**config.mk**
```make
export PLATFORM = sky130hd
export DESIGN_NAME = stp_device_flat
export DESIGN_NICKNAME = d
export VERILOG_FILES = /design/src/stp_pkg.sv /design/src/stp_link_if.sv /design/src/stp_device.sv /design/src/flat_wrapper.sv
export VERILOG_INCLUDE_DIRS = /design/src
export SDC_FILE = /design/constraint.sdc
export NUM_CORES = 1
export LEC_CHECK = 0
export CAP_MARGIN = 15
export CORE_MARGIN = 2
export CORE_UTILIZATION = 42
export DETAILED_ROUTE_END_ITERATION = 12
export DONT_BUFFER_PORTS = 1
export GPL_TIMING_DRIVEN = 0
export PLACE_DENSITY = 0.64
export REMOVE_ABC_BUFFERS = 1
export SYNTH_ARGS = -nofsm -noshare
export SYNTH_HDL_FRONTEND = slang
export SYNTH_SLANG_ARGS = --single-unit
```
**constraint.sdc**
```tcl
create_clock -name i_clock -period 2.82 [get_ports i_clock]
set_input_delay 0.846 -clock i_clock [delete_from_list [all_inputs] [get_ports i_clock]]
set_output_delay 0.846 -clock i_clock [all_outputs]
set_load 0.02 [all_outputs]
```
**src/stp_params.svh**
```systemverilog
// Purpose: shared constants of the scan test port and its controller
// Assumes: included by bare name from the device, controller and testbench files
// Notes:   instruction codes other than bypass are free to change
`ifndef STP_PARAMS_SVH
`define STP_PARAMS_SVH

// Port and register sizes
`define STP_PORT_W          18
`define STP_IR_W            8
`define STP_CTRL_W          3

// Instruction register
`define STP_IR_CAPTURE      8'h81
`define STP_OP_BYPASS       8'hFF
`define STP_OP_RUN_TEST     8'h09
`define STP_OP_CTRL_SCAN    8'h0A
`define STP_OP_CHAIN_SCAN   8'h02

// Boundary control register opcodes
`define STP_MODE_SIG_RANDOM 3'h3
`define STP_MODE_SIG_COUNT  3'h7
`define STP_CTRL_RESET      3'h0

// Default feedback mask for both 18-bit shift registers
`define STP_TAPS_DEFAULT    18'h20400

// Controller timing: system clocks per half TCK period
`define STP_TCK_HALF        8

// Controller register map
`define STP_REG_CMD         4'h0
`define STP_REG_TX_LO       4'h1
`define STP_REG_TX_HI       4'h2
`define STP_REG_RX_LO       4'h3
`define STP_REG_RX_HI       4'h4
`define STP_REG_STATUS      4'h5
`define STP_CMD_OP_LSB      0
`define STP_CMD_CNT_LSB     8
`define STP_CMDOP_RESET     2'h0
`define STP_CMDOP_IR        2'h1
`define STP_CMDOP_DR        2'h2
`define STP_CMDOP_RUN       2'h3

// TMS sequences, sent lsb first, with their lengths
`define STP_SEQ_RESET       8'h1F
`define STP_SEQ_RESET_LEN   4'h6
`define STP_SEQ_IR          8'h03
`define STP_SEQ_IR_LEN      4'h4
`define STP_SEQ_DR          8'h01
`define STP_SEQ_DR_LEN      4'h3
`define STP_SEQ_POST        8'h01
`define STP_SEQ_POST_LEN    4'h2

`endif

```
**src/stp_pkg.sv**
```systemverilog
// Purpose: types shared by the scan test port and its controller
// Assumes: nothing
// Notes:   state codes left to the tools
package stp_pkg;

	typedef enum logic [3:0] {
		TAP_RESET, TAP_IDLE, TAP_SEL_DR, TAP_CAP_DR, TAP_SHIFT_DR, TAP_EXIT1_DR,
		TAP_PAUSE_DR, TAP_EXIT2_DR, TAP_UPD_DR, TAP_SEL_IR, TAP_CAP_IR,
		TAP_SHIFT_IR, TAP_EXIT1_IR, TAP_PAUSE_IR, TAP_EXIT2_IR, TAP_UPD_IR
	} stp_tap_e;

	typedef enum logic [2:0] {
		PH_IDLE, PH_PRE, PH_SHIFT, PH_POST, PH_RUN, PH_DONE
	} stp_phase_e;

endpackage

```
**src/stp_link_if.sv**
```systemverilog
// Purpose: serial test link between controller and device
// Assumes: TDO line is pulled high while nobody drives it
// Notes:   tdo_line is the resolved wire level
`timescale 1ns/100ps
interface stp_link_if;
	logic tck;
	logic tms;
	logic tdi;
	logic tdo;
	logic tdo_oe_n;
	logic tdo_line;

	assign tdo_line = tdo_oe_n ? 1'b1 : tdo;

	modport device (input tck, input tms, input tdi, output tdo, output tdo_oe_n);
	modport ctrl (output tck, output tms, output tdi, input tdo_line);
endinterface

```
**src/stp_device.sv**
```systemverilog
// Purpose: test access port with signature and pattern run-test modes
// Assumes: TCK far slower than i_clock; all pins pass a two-flop stage
// Notes:   TCK edges are found by sampling, so they lag the pin by 3 clocks
`timescale 1ns/100ps
`include "stp_params.svh"

module stp_device
	import stp_pkg::*;
#(
	parameter int                      W    = `STP_PORT_W,
	parameter logic [`STP_PORT_W-1:0]  TAPS = `STP_TAPS_DEFAULT
) (
	// Clock and reset
	input  wire logic          i_clock,
	input  wire logic          i_nrst,
	input  wire logic          i_clk_en,
	// Serial test link
	stp_link_if.device         link,
	// Direction controls, active low
	input  wire logic          i_low_ab_en_n,
	input  wire logic          i_high_ab_en_n,
	input  wire logic          i_low_ba_en_n,
	input  wire logic          i_high_ba_en_n,
	// A port pins
	input  wire logic [W-1:0]  i_a_pins,
	output logic      [W-1:0]  o_a_pins,
	output logic      [W-1:0]  o_a_oe_n,
	// B port pins
	input  wire logic [W-1:0]  i_b_pins,
	output logic      [W-1:0]  o_b_pins,
	output logic      [W-1:0]  o_b_oe_n,
	// Status
	output logic               o_run_active
);

	localparam int SYNC_W = 7 + 2 * W;
	localparam int HW     = W / 2;
	localparam int LW     = W - HW;

	logic [SYNC_W-1:0]       s1_q;
	logic [SYNC_W-1:0]       s2_q;
	logic                    tck_s, tms_s, tdi_s;
	logic                    low_ab_s, high_ab_s, low_ba_s, high_ba_s;
	logic [W-1:0]            a_s, b_s;
	logic                    tck_prev_q;
	logic                    rise, fall;
	stp_tap_e                state_q;
	logic [`STP_IR_W-1:0]    ir_sh_q;
	logic [`STP_IR_W-1:0]    instr_q;
	logic [`STP_CTRL_W-1:0]  ctrl_sh_q;
	logic [`STP_CTRL_W-1:0]  ctrl_q;
	logic                    bypass_q;
	logic [W-1:0]            sig_q, pat_q, shadow_q;
	logic                    tdo_q;
	logic                    tdo_oe_n_q;
	logic                    run_q;
	logic                    dir_ab, dir_ba;
	logic                    run_sel, ctrl_sel, chain_sel;
	logic                    run_op;
	logic                    in_shift;
	logic                    shift_out;
	logic [W-1:0]            in_data;

	function automatic stp_tap_e tap_next(input stp_tap_e s, input logic tms);
		case (s)
			TAP_RESET:    tap_next = tms ? TAP_RESET : TAP_IDLE;
			TAP_IDLE:     tap_next = tms ? TAP_SEL_DR : TAP_IDLE;
			TAP_SEL_DR:   tap_next = tms ? TAP_SEL_IR : TAP_CAP_DR;
			TAP_CAP_DR:   tap_next = tms ? TAP_EXIT1_DR : TAP_SHIFT_DR;
			TAP_SHIFT_DR: tap_next = tms ? TAP_EXIT1_DR : TAP_SHIFT_DR;
			TAP_EXIT1_DR: tap_next = tms ? TAP_UPD_DR : TAP_PAUSE_DR;
			TAP_PAUSE_DR: tap_next = tms ? TAP_EXIT2_DR : TAP_PAUSE_DR;
			TAP_EXIT2_DR: tap_next = tms ? TAP_UPD_DR : TAP_SHIFT_DR;
			TAP_UPD_DR:   tap_next = tms ? TAP_SEL_DR : TAP_IDLE;
			TAP_SEL_IR:   tap_next = tms ? TAP_RESET : TAP_CAP_IR;
			TAP_CAP_IR:   tap_next = tms ? TAP_EXIT1_IR : TAP_SHIFT_IR;
			TAP_SHIFT_IR: tap_next = tms ? TAP_EXIT1_IR : TAP_SHIFT_IR;
			TAP_EXIT1_IR: tap_next = tms ? TAP_UPD_IR : TAP_PAUSE_IR;
			TAP_PAUSE_IR: tap_next = tms ? TAP_EXIT2_IR : TAP_PAUSE_IR;
			TAP_EXIT2_IR: tap_next = tms ? TAP_UPD_IR : TAP_SHIFT_IR;
			TAP_UPD_IR:   tap_next = tms ? TAP_SEL_DR : TAP_IDLE;
			default:      tap_next = TAP_RESET;
		endcase
	endfunction

	function automatic logic [W-1:0] lfsr_step(input logic [W-1:0] v);
		lfsr_step = {v[W-2:0], ^(v & TAPS)};
	endfunction

	// Every pin and the link pass two flops before use
	always_ff @(posedge i_clock or negedge i_nrst) begin
		if (!i_nrst) begin
			s1_q       <= '0;
			s2_q       <= '0;
			tck_prev_q <= 1'b0;
		end else if (i_clk_en) begin
			s1_q <= {link.tck, link.tms, link.tdi, i_low_ab_en_n, i_high_ab_en_n,
				i_low_ba_en_n, i_high_ba_en_n, i_a_pins, i_b_pins};
			s2_q       <= s1_q;
			tck_prev_q <= tck_s;
		end
	end

	assign {tck_s, tms_s, tdi_s, low_ab_s, high_ab_s, low_ba_s, high_ba_s, a_s, b_s} = s2_q;

	assign rise = i_clk_en & tck_s & ~tck_prev_q;
	assign fall = i_clk_en & ~tck_s & tck_prev_q;

	// Both bytes must agree on one direction
	assign dir_ab    = ~low_ab_s & ~high_ab_s & low_ba_s & high_ba_s;
	assign dir_ba    = low_ab_s & high_ab_s & ~low_ba_s & ~high_ba_s;
	assign run_sel   = (instr_q == `STP_OP_RUN_TEST) && (dir_ab || dir_ba);
	assign ctrl_sel  = (instr_q == `STP_OP_CTRL_SCAN);
	assign chain_sel = (instr_q == `STP_OP_CHAIN_SCAN);
	assign run_op    = run_sel && (state_q == TAP_IDLE) &&
		((ctrl_q == `STP_MODE_SIG_RANDOM) || (ctrl_q == `STP_MODE_SIG_COUNT));
	assign in_shift  = (state_q == TAP_SHIFT_IR) || (state_q == TAP_SHIFT_DR);
	assign in_data   = dir_ab ? a_s : b_s;

	always_comb begin
		if (state_q == TAP_SHIFT_IR) begin
			shift_out = ir_sh_q[0];
		end else if (chain_sel) begin
			shift_out = sig_q[0];
		end else if (ctrl_sel) begin
			shift_out = ctrl_sh_q[0];
		end else begin
			shift_out = bypass_q;
		end
	end

	always_ff @(posedge i_clock or negedge i_nrst) begin
		if (!i_nrst) begin
			state_q <= TAP_RESET;
		end else if (rise) begin
			state_q <= tap_next(state_q, tms_s);
		end
	end

	// Instruction shift stage and active latch
	always_ff @(posedge i_clock or negedge i_nrst) begin
		if (!i_nrst) begin
			ir_sh_q <= `STP_IR_CAPTURE;
		end else if (rise && state_q == TAP_CAP_IR) begin
			ir_sh_q <= `STP_IR_CAPTURE;
		end else if (rise && state_q == TAP_SHIFT_IR) begin
			ir_sh_q <= {tdi_s, ir_sh_q[`STP_IR_W-1:1]};
		end
	end

	always_ff @(posedge i_clock or negedge i_nrst) begin
		if (!i_nrst) begin
			instr_q <= `STP_OP_BYPASS;
		end else if (fall && state_q == TAP_RESET) begin
			instr_q <= `STP_OP_BYPASS;
		end else if (fall && state_q == TAP_UPD_IR) begin
			instr_q <= ir_sh_q;
		end
	end

	// Bypass bit, also used by the run-test instruction
	always_ff @(posedge i_clock or negedge i_nrst) begin
		if (!i_nrst) begin
			bypass_q <= 1'b0;
		end else if (rise && state_q == TAP_CAP_DR) begin
			bypass_q <= 1'b0;
		end else if (rise && state_q == TAP_SHIFT_DR) begin
			bypass_q <= tdi_s;
		end
	end

	// Boundary control register keeps its value at capture
	always_ff @(posedge i_clock or negedge i_nrst) begin
		if (!i_nrst) begin
			ctrl_sh_q <= `STP_CTRL_RESET;
		end else if (rise && state_q == TAP_SHIFT_DR && ctrl_sel) begin
			ctrl_sh_q <= {tdi_s, ctrl_sh_q[`STP_CTRL_W-1:1]};
		end
	end

	always_ff @(posedge i_clock or negedge i_nrst) begin
		if (!i_nrst) begin
			ctrl_q <= `STP_CTRL_RESET;
		end else if (fall && state_q == TAP_RESET) begin
			ctrl_q <= `STP_CTRL_RESET;
		end else if (fall && state_q == TAP_UPD_DR && ctrl_sel) begin
			ctrl_q <= ctrl_sh_q;
		end
	end

	// Boundary chain: pattern stages above signature stages, seed scanned in
	always_ff @(posedge i_clock or negedge i_nrst) begin
		if (!i_nrst) begin
			sig_q <= '0;
			pat_q <= '0;
		end else if (rise && state_q == TAP_SHIFT_DR && chain_sel) begin
			{pat_q, sig_q} <= {tdi_s, pat_q, sig_q[W-1:1]};
		end else if (rise && run_op) begin
			sig_q <= lfsr_step(sig_q) ^ in_data;
			if (ctrl_q == `STP_MODE_SIG_COUNT) begin
				pat_q <= pat_q + 1'b1;
			end else begin
				pat_q <= lfsr_step(pat_q);
			end
		end
	end

	// Shadow latches follow the pattern only on falls
	always_ff @(posedge i_clock or negedge i_nrst) begin
		if (!i_nrst) begin
			shadow_q <= '0;
		end else if (fall && (run_op || (state_q == TAP_UPD_DR && chain_sel))) begin
			shadow_q <= pat_q;
		end
	end

	always_ff @(posedge i_clock or negedge i_nrst) begin
		if (!i_nrst) begin
			tdo_q      <= 1'b0;
			tdo_oe_n_q <= 1'b1;
		end else if (fall) begin
			tdo_q      <= shift_out;
			tdo_oe_n_q <= ~in_shift;
		end
	end

	// Test mode drives the shadow; otherwise the ports just pass data
	always_ff @(posedge i_clock or negedge i_nrst) begin
		if (!i_nrst) begin
			o_a_pins <= '0;
			o_b_pins <= '0;
			o_a_oe_n <= '1;
			o_b_oe_n <= '1;
			run_q    <= 1'b0;
		end else if (i_clk_en) begin
			o_a_pins <= run_sel ? shadow_q : b_s;
			o_b_pins <= run_sel ? shadow_q : a_s;
			o_a_oe_n <= {{HW{high_ba_s}}, {LW{low_ba_s}}};
			o_b_oe_n <= {{HW{high_ab_s}}, {LW{low_ab_s}}};
			run_q    <= run_op;
		end
	end

	assign link.tdo      = tdo_q;
	assign link.tdo_oe_n = tdo_oe_n_q;
	assign o_run_active  = run_q;

endmodule // stp_device

```
**src/flat_wrapper.sv**
```systemverilog
// flat-port wrapper written by rule: the top's interface ports become plain ports
module stp_device_flat import stp_pkg::*;
#(
	parameter int                      W    = `STP_PORT_W,
	parameter logic [`STP_PORT_W-1:0]  TAPS = `STP_TAPS_DEFAULT
)
  (i_clock, i_nrst, i_clk_en, i_low_ab_en_n, i_high_ab_en_n, i_low_ba_en_n, i_high_ba_en_n, i_a_pins, o_a_pins, o_a_oe_n, i_b_pins, o_b_pins, o_b_oe_n, o_run_active, link_tck, link_tms, link_tdi, link_tdo, link_tdo_oe_n);
  stp_link_if link_i ();
  input  wire logic i_clock;
  input  wire logic i_nrst;
  input  wire logic i_clk_en;
  input  wire logic i_low_ab_en_n;
  input  wire logic i_high_ab_en_n;
  input  wire logic i_low_ba_en_n;
  input  wire logic i_high_ba_en_n;
  input  wire logic [W-1:0] i_a_pins;
  output logic      [W-1:0] o_a_pins;
  output logic      [W-1:0] o_a_oe_n;
  input  wire logic [W-1:0] i_b_pins;
  output logic      [W-1:0] o_b_pins;
  output logic      [W-1:0] o_b_oe_n;
  output logic o_run_active;
  input wire logic [$bits(link_i.tck)-1:0] link_tck;
  input wire logic [$bits(link_i.tms)-1:0] link_tms;
  input wire logic [$bits(link_i.tdi)-1:0] link_tdi;
  output wire logic [$bits(link_i.tdo)-1:0] link_tdo;
  output wire logic [$bits(link_i.tdo_oe_n)-1:0] link_tdo_oe_n;
  assign link_i.tck = link_tck;
  assign link_i.tms = link_tms;
  assign link_i.tdi = link_tdi;
  assign link_tdo = link_i.tdo;
  assign link_tdo_oe_n = link_i.tdo_oe_n;
  stp_device #(.W(W), .TAPS(TAPS)) u_core (.i_clock(i_clock), .i_nrst(i_nrst), .i_clk_en(i_clk_en), .link(link_i), .i_low_ab_en_n(i_low_ab_en_n), .i_high_ab_en_n(i_high_ab_en_n), .i_low_ba_en_n(i_low_ba_en_n), .i_high_ba_en_n(i_high_ba_en_n), .i_a_pins(i_a_pins), .o_a_pins(o_a_pins), .o_a_oe_n(o_a_oe_n), .i_b_pins(i_b_pins), .o_b_pins(o_b_pins), .o_b_oe_n(o_b_oe_n), .o_run_active(o_run_active));
endmodule
```
==> out/qor.log <==
[timing] Setup TNS Final 0 ps
[worst_setup_path] Slowest cell on crit path sky130_fd_sc_hd__and4bb_4
[flow_run] number of max-capacitance violations reported 0
[worst_setup_path] cell family with most CP delay simple AND/OR/NAND/NOR gates
[timing] Max Clock Freq 0.376 GHz
[drt] DRC errors left 0
[synth] most frequent cell after synthesis sky130_fd_sc_hd__dfrtp_1
[clock_tree] Num CTS Buffers 24
[cells_and_area] number of non-filler instances in the completed layout 1,175
[synth] share of synthesized flip-flops with an asynchronous set or reset 1.00
[floorplan] Core Footprint 23,500 um^2
[placement] post-placement cell area 9940 um^2
[drt] post-DR wirelength/cell 16.9 um
[synth] Commonest cells post-synth 196 x sky130_fd_sc_hd__dfrtp_1, 99 x sky130_fd_sc_hd__mux2_2, 92 x sky130_fd_sc_hd__nand2_1, 89 x sky130_fd_sc_hd__a21oi_1, 50 x sky130_fd_sc_hd__nor2_1
[synth] unique cell type count in the Yosys netlist 75
[pwr] leakage 4.44 nW
[pwr] total power per unit cell area 732 nW/um^2
[synth] number of instances in the synthesized netlist 903
[outcome] result of the run finished, final reports clean
[clock_tree] number of sinks handled by clock tree synthesis 211
[timing] Hold Worst Slack 31.6 ps
[synth] Simple-Gate Fraction of Synth Area 0.106
[clock_tree] library cell used as clock root buffer sky130_fd_sc_hd__clkbuf_16
[cells_and_area] count of nets after finishing 888
[floorplan] cell row count 56
[pwr] Final Total Pwr 7.87 mW
[worst_setup_path] critical path, cell by cell and4bb_4, o2111a_2, a21oi_2, nor2_4, buf_12, mux2_2
[synth] ys flop type sky130_fd_sc_hd__dfrtp_1
[drt] Final ANT Viol Nets 0
[worst_setup_path] category of the critical setup timing path flip-flop to flip-flop
[pwr] internal power summed over all cells 5.70 mW
[timing] final clock skew 15.6 ps
[worst_setup_path] data arrival time of the worst path 3060 ps
[placement] cell total after placement 1,131
[worst_setup_path] count of cells along the worst register-to-register path 6
[cells_and_area] core utilization of the finished layout 0.458
[drt] Initial DRC Count 417
[grt] pin count of the biggest net entering global routing 212
[clock_tree] TritonCTS clock tree built
[timing] RSZ-0062 raised after global routing no
[cells_and_area] area overhead of the layout relative to synthesis 7.28%
[timing] slack of the critical path 163 ps
[grt] Overflow after GRT 0
[placement] final weighted congestion of routability-driven global placement 0.801
[worst_setup_path] Data required, critical path 3220 ps
[synth] fraction of synthesized cell area taken by the top area cell type 0.489
[floorplan] IO Count 121
[worst_setup_path] startpoint kind of the worst setup timing path flip-flop
[timing] Final Setup Violations 0
[floorplan] Starting Density 0.427
[placement] detailed placer's ending HPWL 12,300 um
[floorplan] die footprint 25,100 um^2
[worst_setup_path] CP bufs+invs 1
[min_path] class of the tightest hold or removal check input pin to async pin
[grt] number of antenna violations at the first check in global routing 0
[pwr] Worst IR Drop VDD 0.000649 V
[pwr] relative contribution of the clock network to total power 0.378
[drt] Detailed Route WL 19,900 um
[drt] DR vias 6,373
[synth] largest family of logic cells by synthesized area multiplexers
[synth] number of synthesized flops with an enable pin 0
[drt] first drt pass iteration count 7
[timing] max-slew headroom at the worst pin 0.396
[cells_and_area] antenna diode count 0
[clock_tree] clock buffer depth 3
[timing] fraction of the cycle the final worst path needs 0.942
[drt] mean number of vias per cell 5.42
[placement] worst slack at placement -703 ps
[synth] adder and majority cell fraction of the synthesized area 0.00125
[synth] synthesized area per cell 11.1 um^2
[floorplan] Horiz. Die Dim 158 um
[pwr] sequential cell fraction of total power 0.523
[worst_setup_path] crit end category flip-flop
[grt] first-pass GRT wire length 32,700 um
[synth] post-synthesis compound-gate area fraction 0.130
[grt] vias in the first global route 6,226
[clock_tree] clock edge transition at the registers on the reported setup and hold paths 60 ps
[placement] Port Buffer Count 0
[synth] proportion of synthesized area in mux cells 0.152
[pwr] net switching component of the power 2.17 mW
[timing] Hold Violations, Final 0
[worst_setup_path] path length in cells of the critical path 6
[timing] Final Max Tran Viols 0
[pwr] switching share of power 0.275
[cells_and_area] fraction of final layout cells with drive strength greater than 1 0.217
[floorplan] die height 158 um
[grt] global-route total usage across every layer 0.160
[synth] cells taking the most area after synthesis sky130_fd_sc_hd__dfrtp_1 49%, sky130_fd_sc_hd__mux2_2 11%, sky130_fd_sc_hd__a21oi_1 4.4%
[synth] sequential share of the synthesized area 0.529
[cells_and_area] final cell area excluding filler cells 10,800 um^2
[synth] register bit count reported by yosys 211
[worst_setup_path] maximum cell stage delay along the critical path 740 ps
[synth] summed instance area of the synthesized netlist 10,000 um^2
[synth] Syn. warnings 0
[worst_setup_path] peak fanout along the critical path 21
[pwr] Gate power share 0.099
[timing] slew at the pin closest to its max-slew limit 906 ps
[clock_tree] number of levels in the clock H-tree 1
[timing] shortest period the worst path allows 2660 ps
[synth] area leader, netlist sky130_fd_sc_hd__dfrtp_1
[synth] xor-xnor portion of the synthesized cell area 0.0201
[clock_tree] worst skew pair latency 520 ps
## layout by cell type, fill, tap and decap left out, drive strengths merged, types with 3 or more instances in the layout
| cell type | count |
|---|---|
| nand4 | 9 |
| inv | 8 |
| mux2i | 27 |
| xor2 | 4 |
| nor4 | 4 |
| buf | 7 |
| o22ai | 3 |
| dfstp | 15 |
| nand3 | 8 |
| a21oi | 90 |
| and2 | 18 |
| a21o | 3 |
| dfrtp | 196 |
| and3 | 3 |
| clkbuf | 36 |
| or2 | 4 |
| xnor2 | 19 |
| nor3 | 5 |
| nor3b | 3 |
| o31ai | 7 |
| nor2 | 51 |
| o22a | 8 |
| clkinv | 3 |
| nand2 | 92 |
| o21a | 3 |
| o211ai | 6 |
| o21ai | 38 |
| a22oi | 29 |
| a31oi | 5 |
| mux2 | 108 |
## worst paths after layout
check | slack (ps) | startpoint | to
worst min-delay path | 30 | i_nrst | u_core.s2_q[2]$_DFFE_PN0P_
worst max register to register | 160 | u_core.s2_q[38]$_DFFE_PN0P_ | u_core.shadow_q[0]$_DFFE_PN0P_
worst min register to register | 480 | u_core.s1_q[40]$_DFFE_PN0P_ | u_core.s2_q[40]$_DFFE_PN0P_
min in group i_clock | 430 | i_clk_en | u_core.o_b_pins[2]$_DFFE_PN0P_
worst max-delay path | 160 | u_core.s2_q[38]$_DFFE_PN0P_ | u_core.shadow_q[0]$_DFFE_PN0P_
max in group asynchronous | 1840 | i_nrst | u_core.o_b_pins[2]$_DFFE_PN0P_
## cells by family after synthesis
family / Yosys count
buffers and inverters: 104
AOI/OAI and AO/OA: 212
DFF: 211
muxes: 135
xor gates and xnor gates: 23
and+or+nand+nor: 217
adders and majority gates: 1
## sequential cells by signal (all words and copies together), names as in the netlist
register	cells
u_core.o_b_oe_n	2
u_core.pat_q	18
u_core.instr_q	8
u_core.o_a_oe_n	2
u_core.tck_prev_q	1
u_core.ir_sh_q	8
u_core.ctrl_q	3
u_core.s2_q	43
u_core.ctrl_sh_q	3
u_core.s1_q	43
u_core.o_b_pins	18
u_core.link.tdo	1
u_core.sig_q	18
u_core.o_a_pins	18
u_core.bypass_q	1
u_core.state_q	4
u_core.shadow_q	18
u_core.link.tdo_oe_n	1
u_core.o_run_active	1
## timing repair
item | in CTS | in global routing
pin swaps | 1 | 1
endpoints found under the setup margin | 64 | 17
hold buffers | 0 | 1
resized for setup | 2 | 2
endpoints found under the hold margin | 0 | 9
setup buffers | 2 | 0
## final cells by class
type / instances / area, um^2
repair buffers: 8 / 135
clock buffers: 36 / 697
well taps: 319 / 399
flip-flops and latches: 211 / 5300
fillers: 2155 / 12700
multi-input cells: 588 / 4140
inverters: 8 / 30.0
clock inverters: 5 / 52.6
## power by group through the flow
stage	sequential (mW)	clock [mW]	combinational, mW
detailed placement	4.17	0	0.778
CTS	4.12	3.08	0.782
global route	4.19	3.20	0.882
finish	4.12	2.97	0.776
floorplan	4.04	0	0.667
global placement	4.16	0	0.751
## routing by layer
metal | track usage | up-vias | share of wire
met5 | 0 | - | 0
met4 | 0.0412 | 0 | 0.022
met3 | 0.0340 | 30 | 0.055
met2 | 0.256 | 147 | 0.47
met1 | 0.223 | 3140 | 0.46
li1 | - | 3056 | -
(Power assumes the default switching activity.)
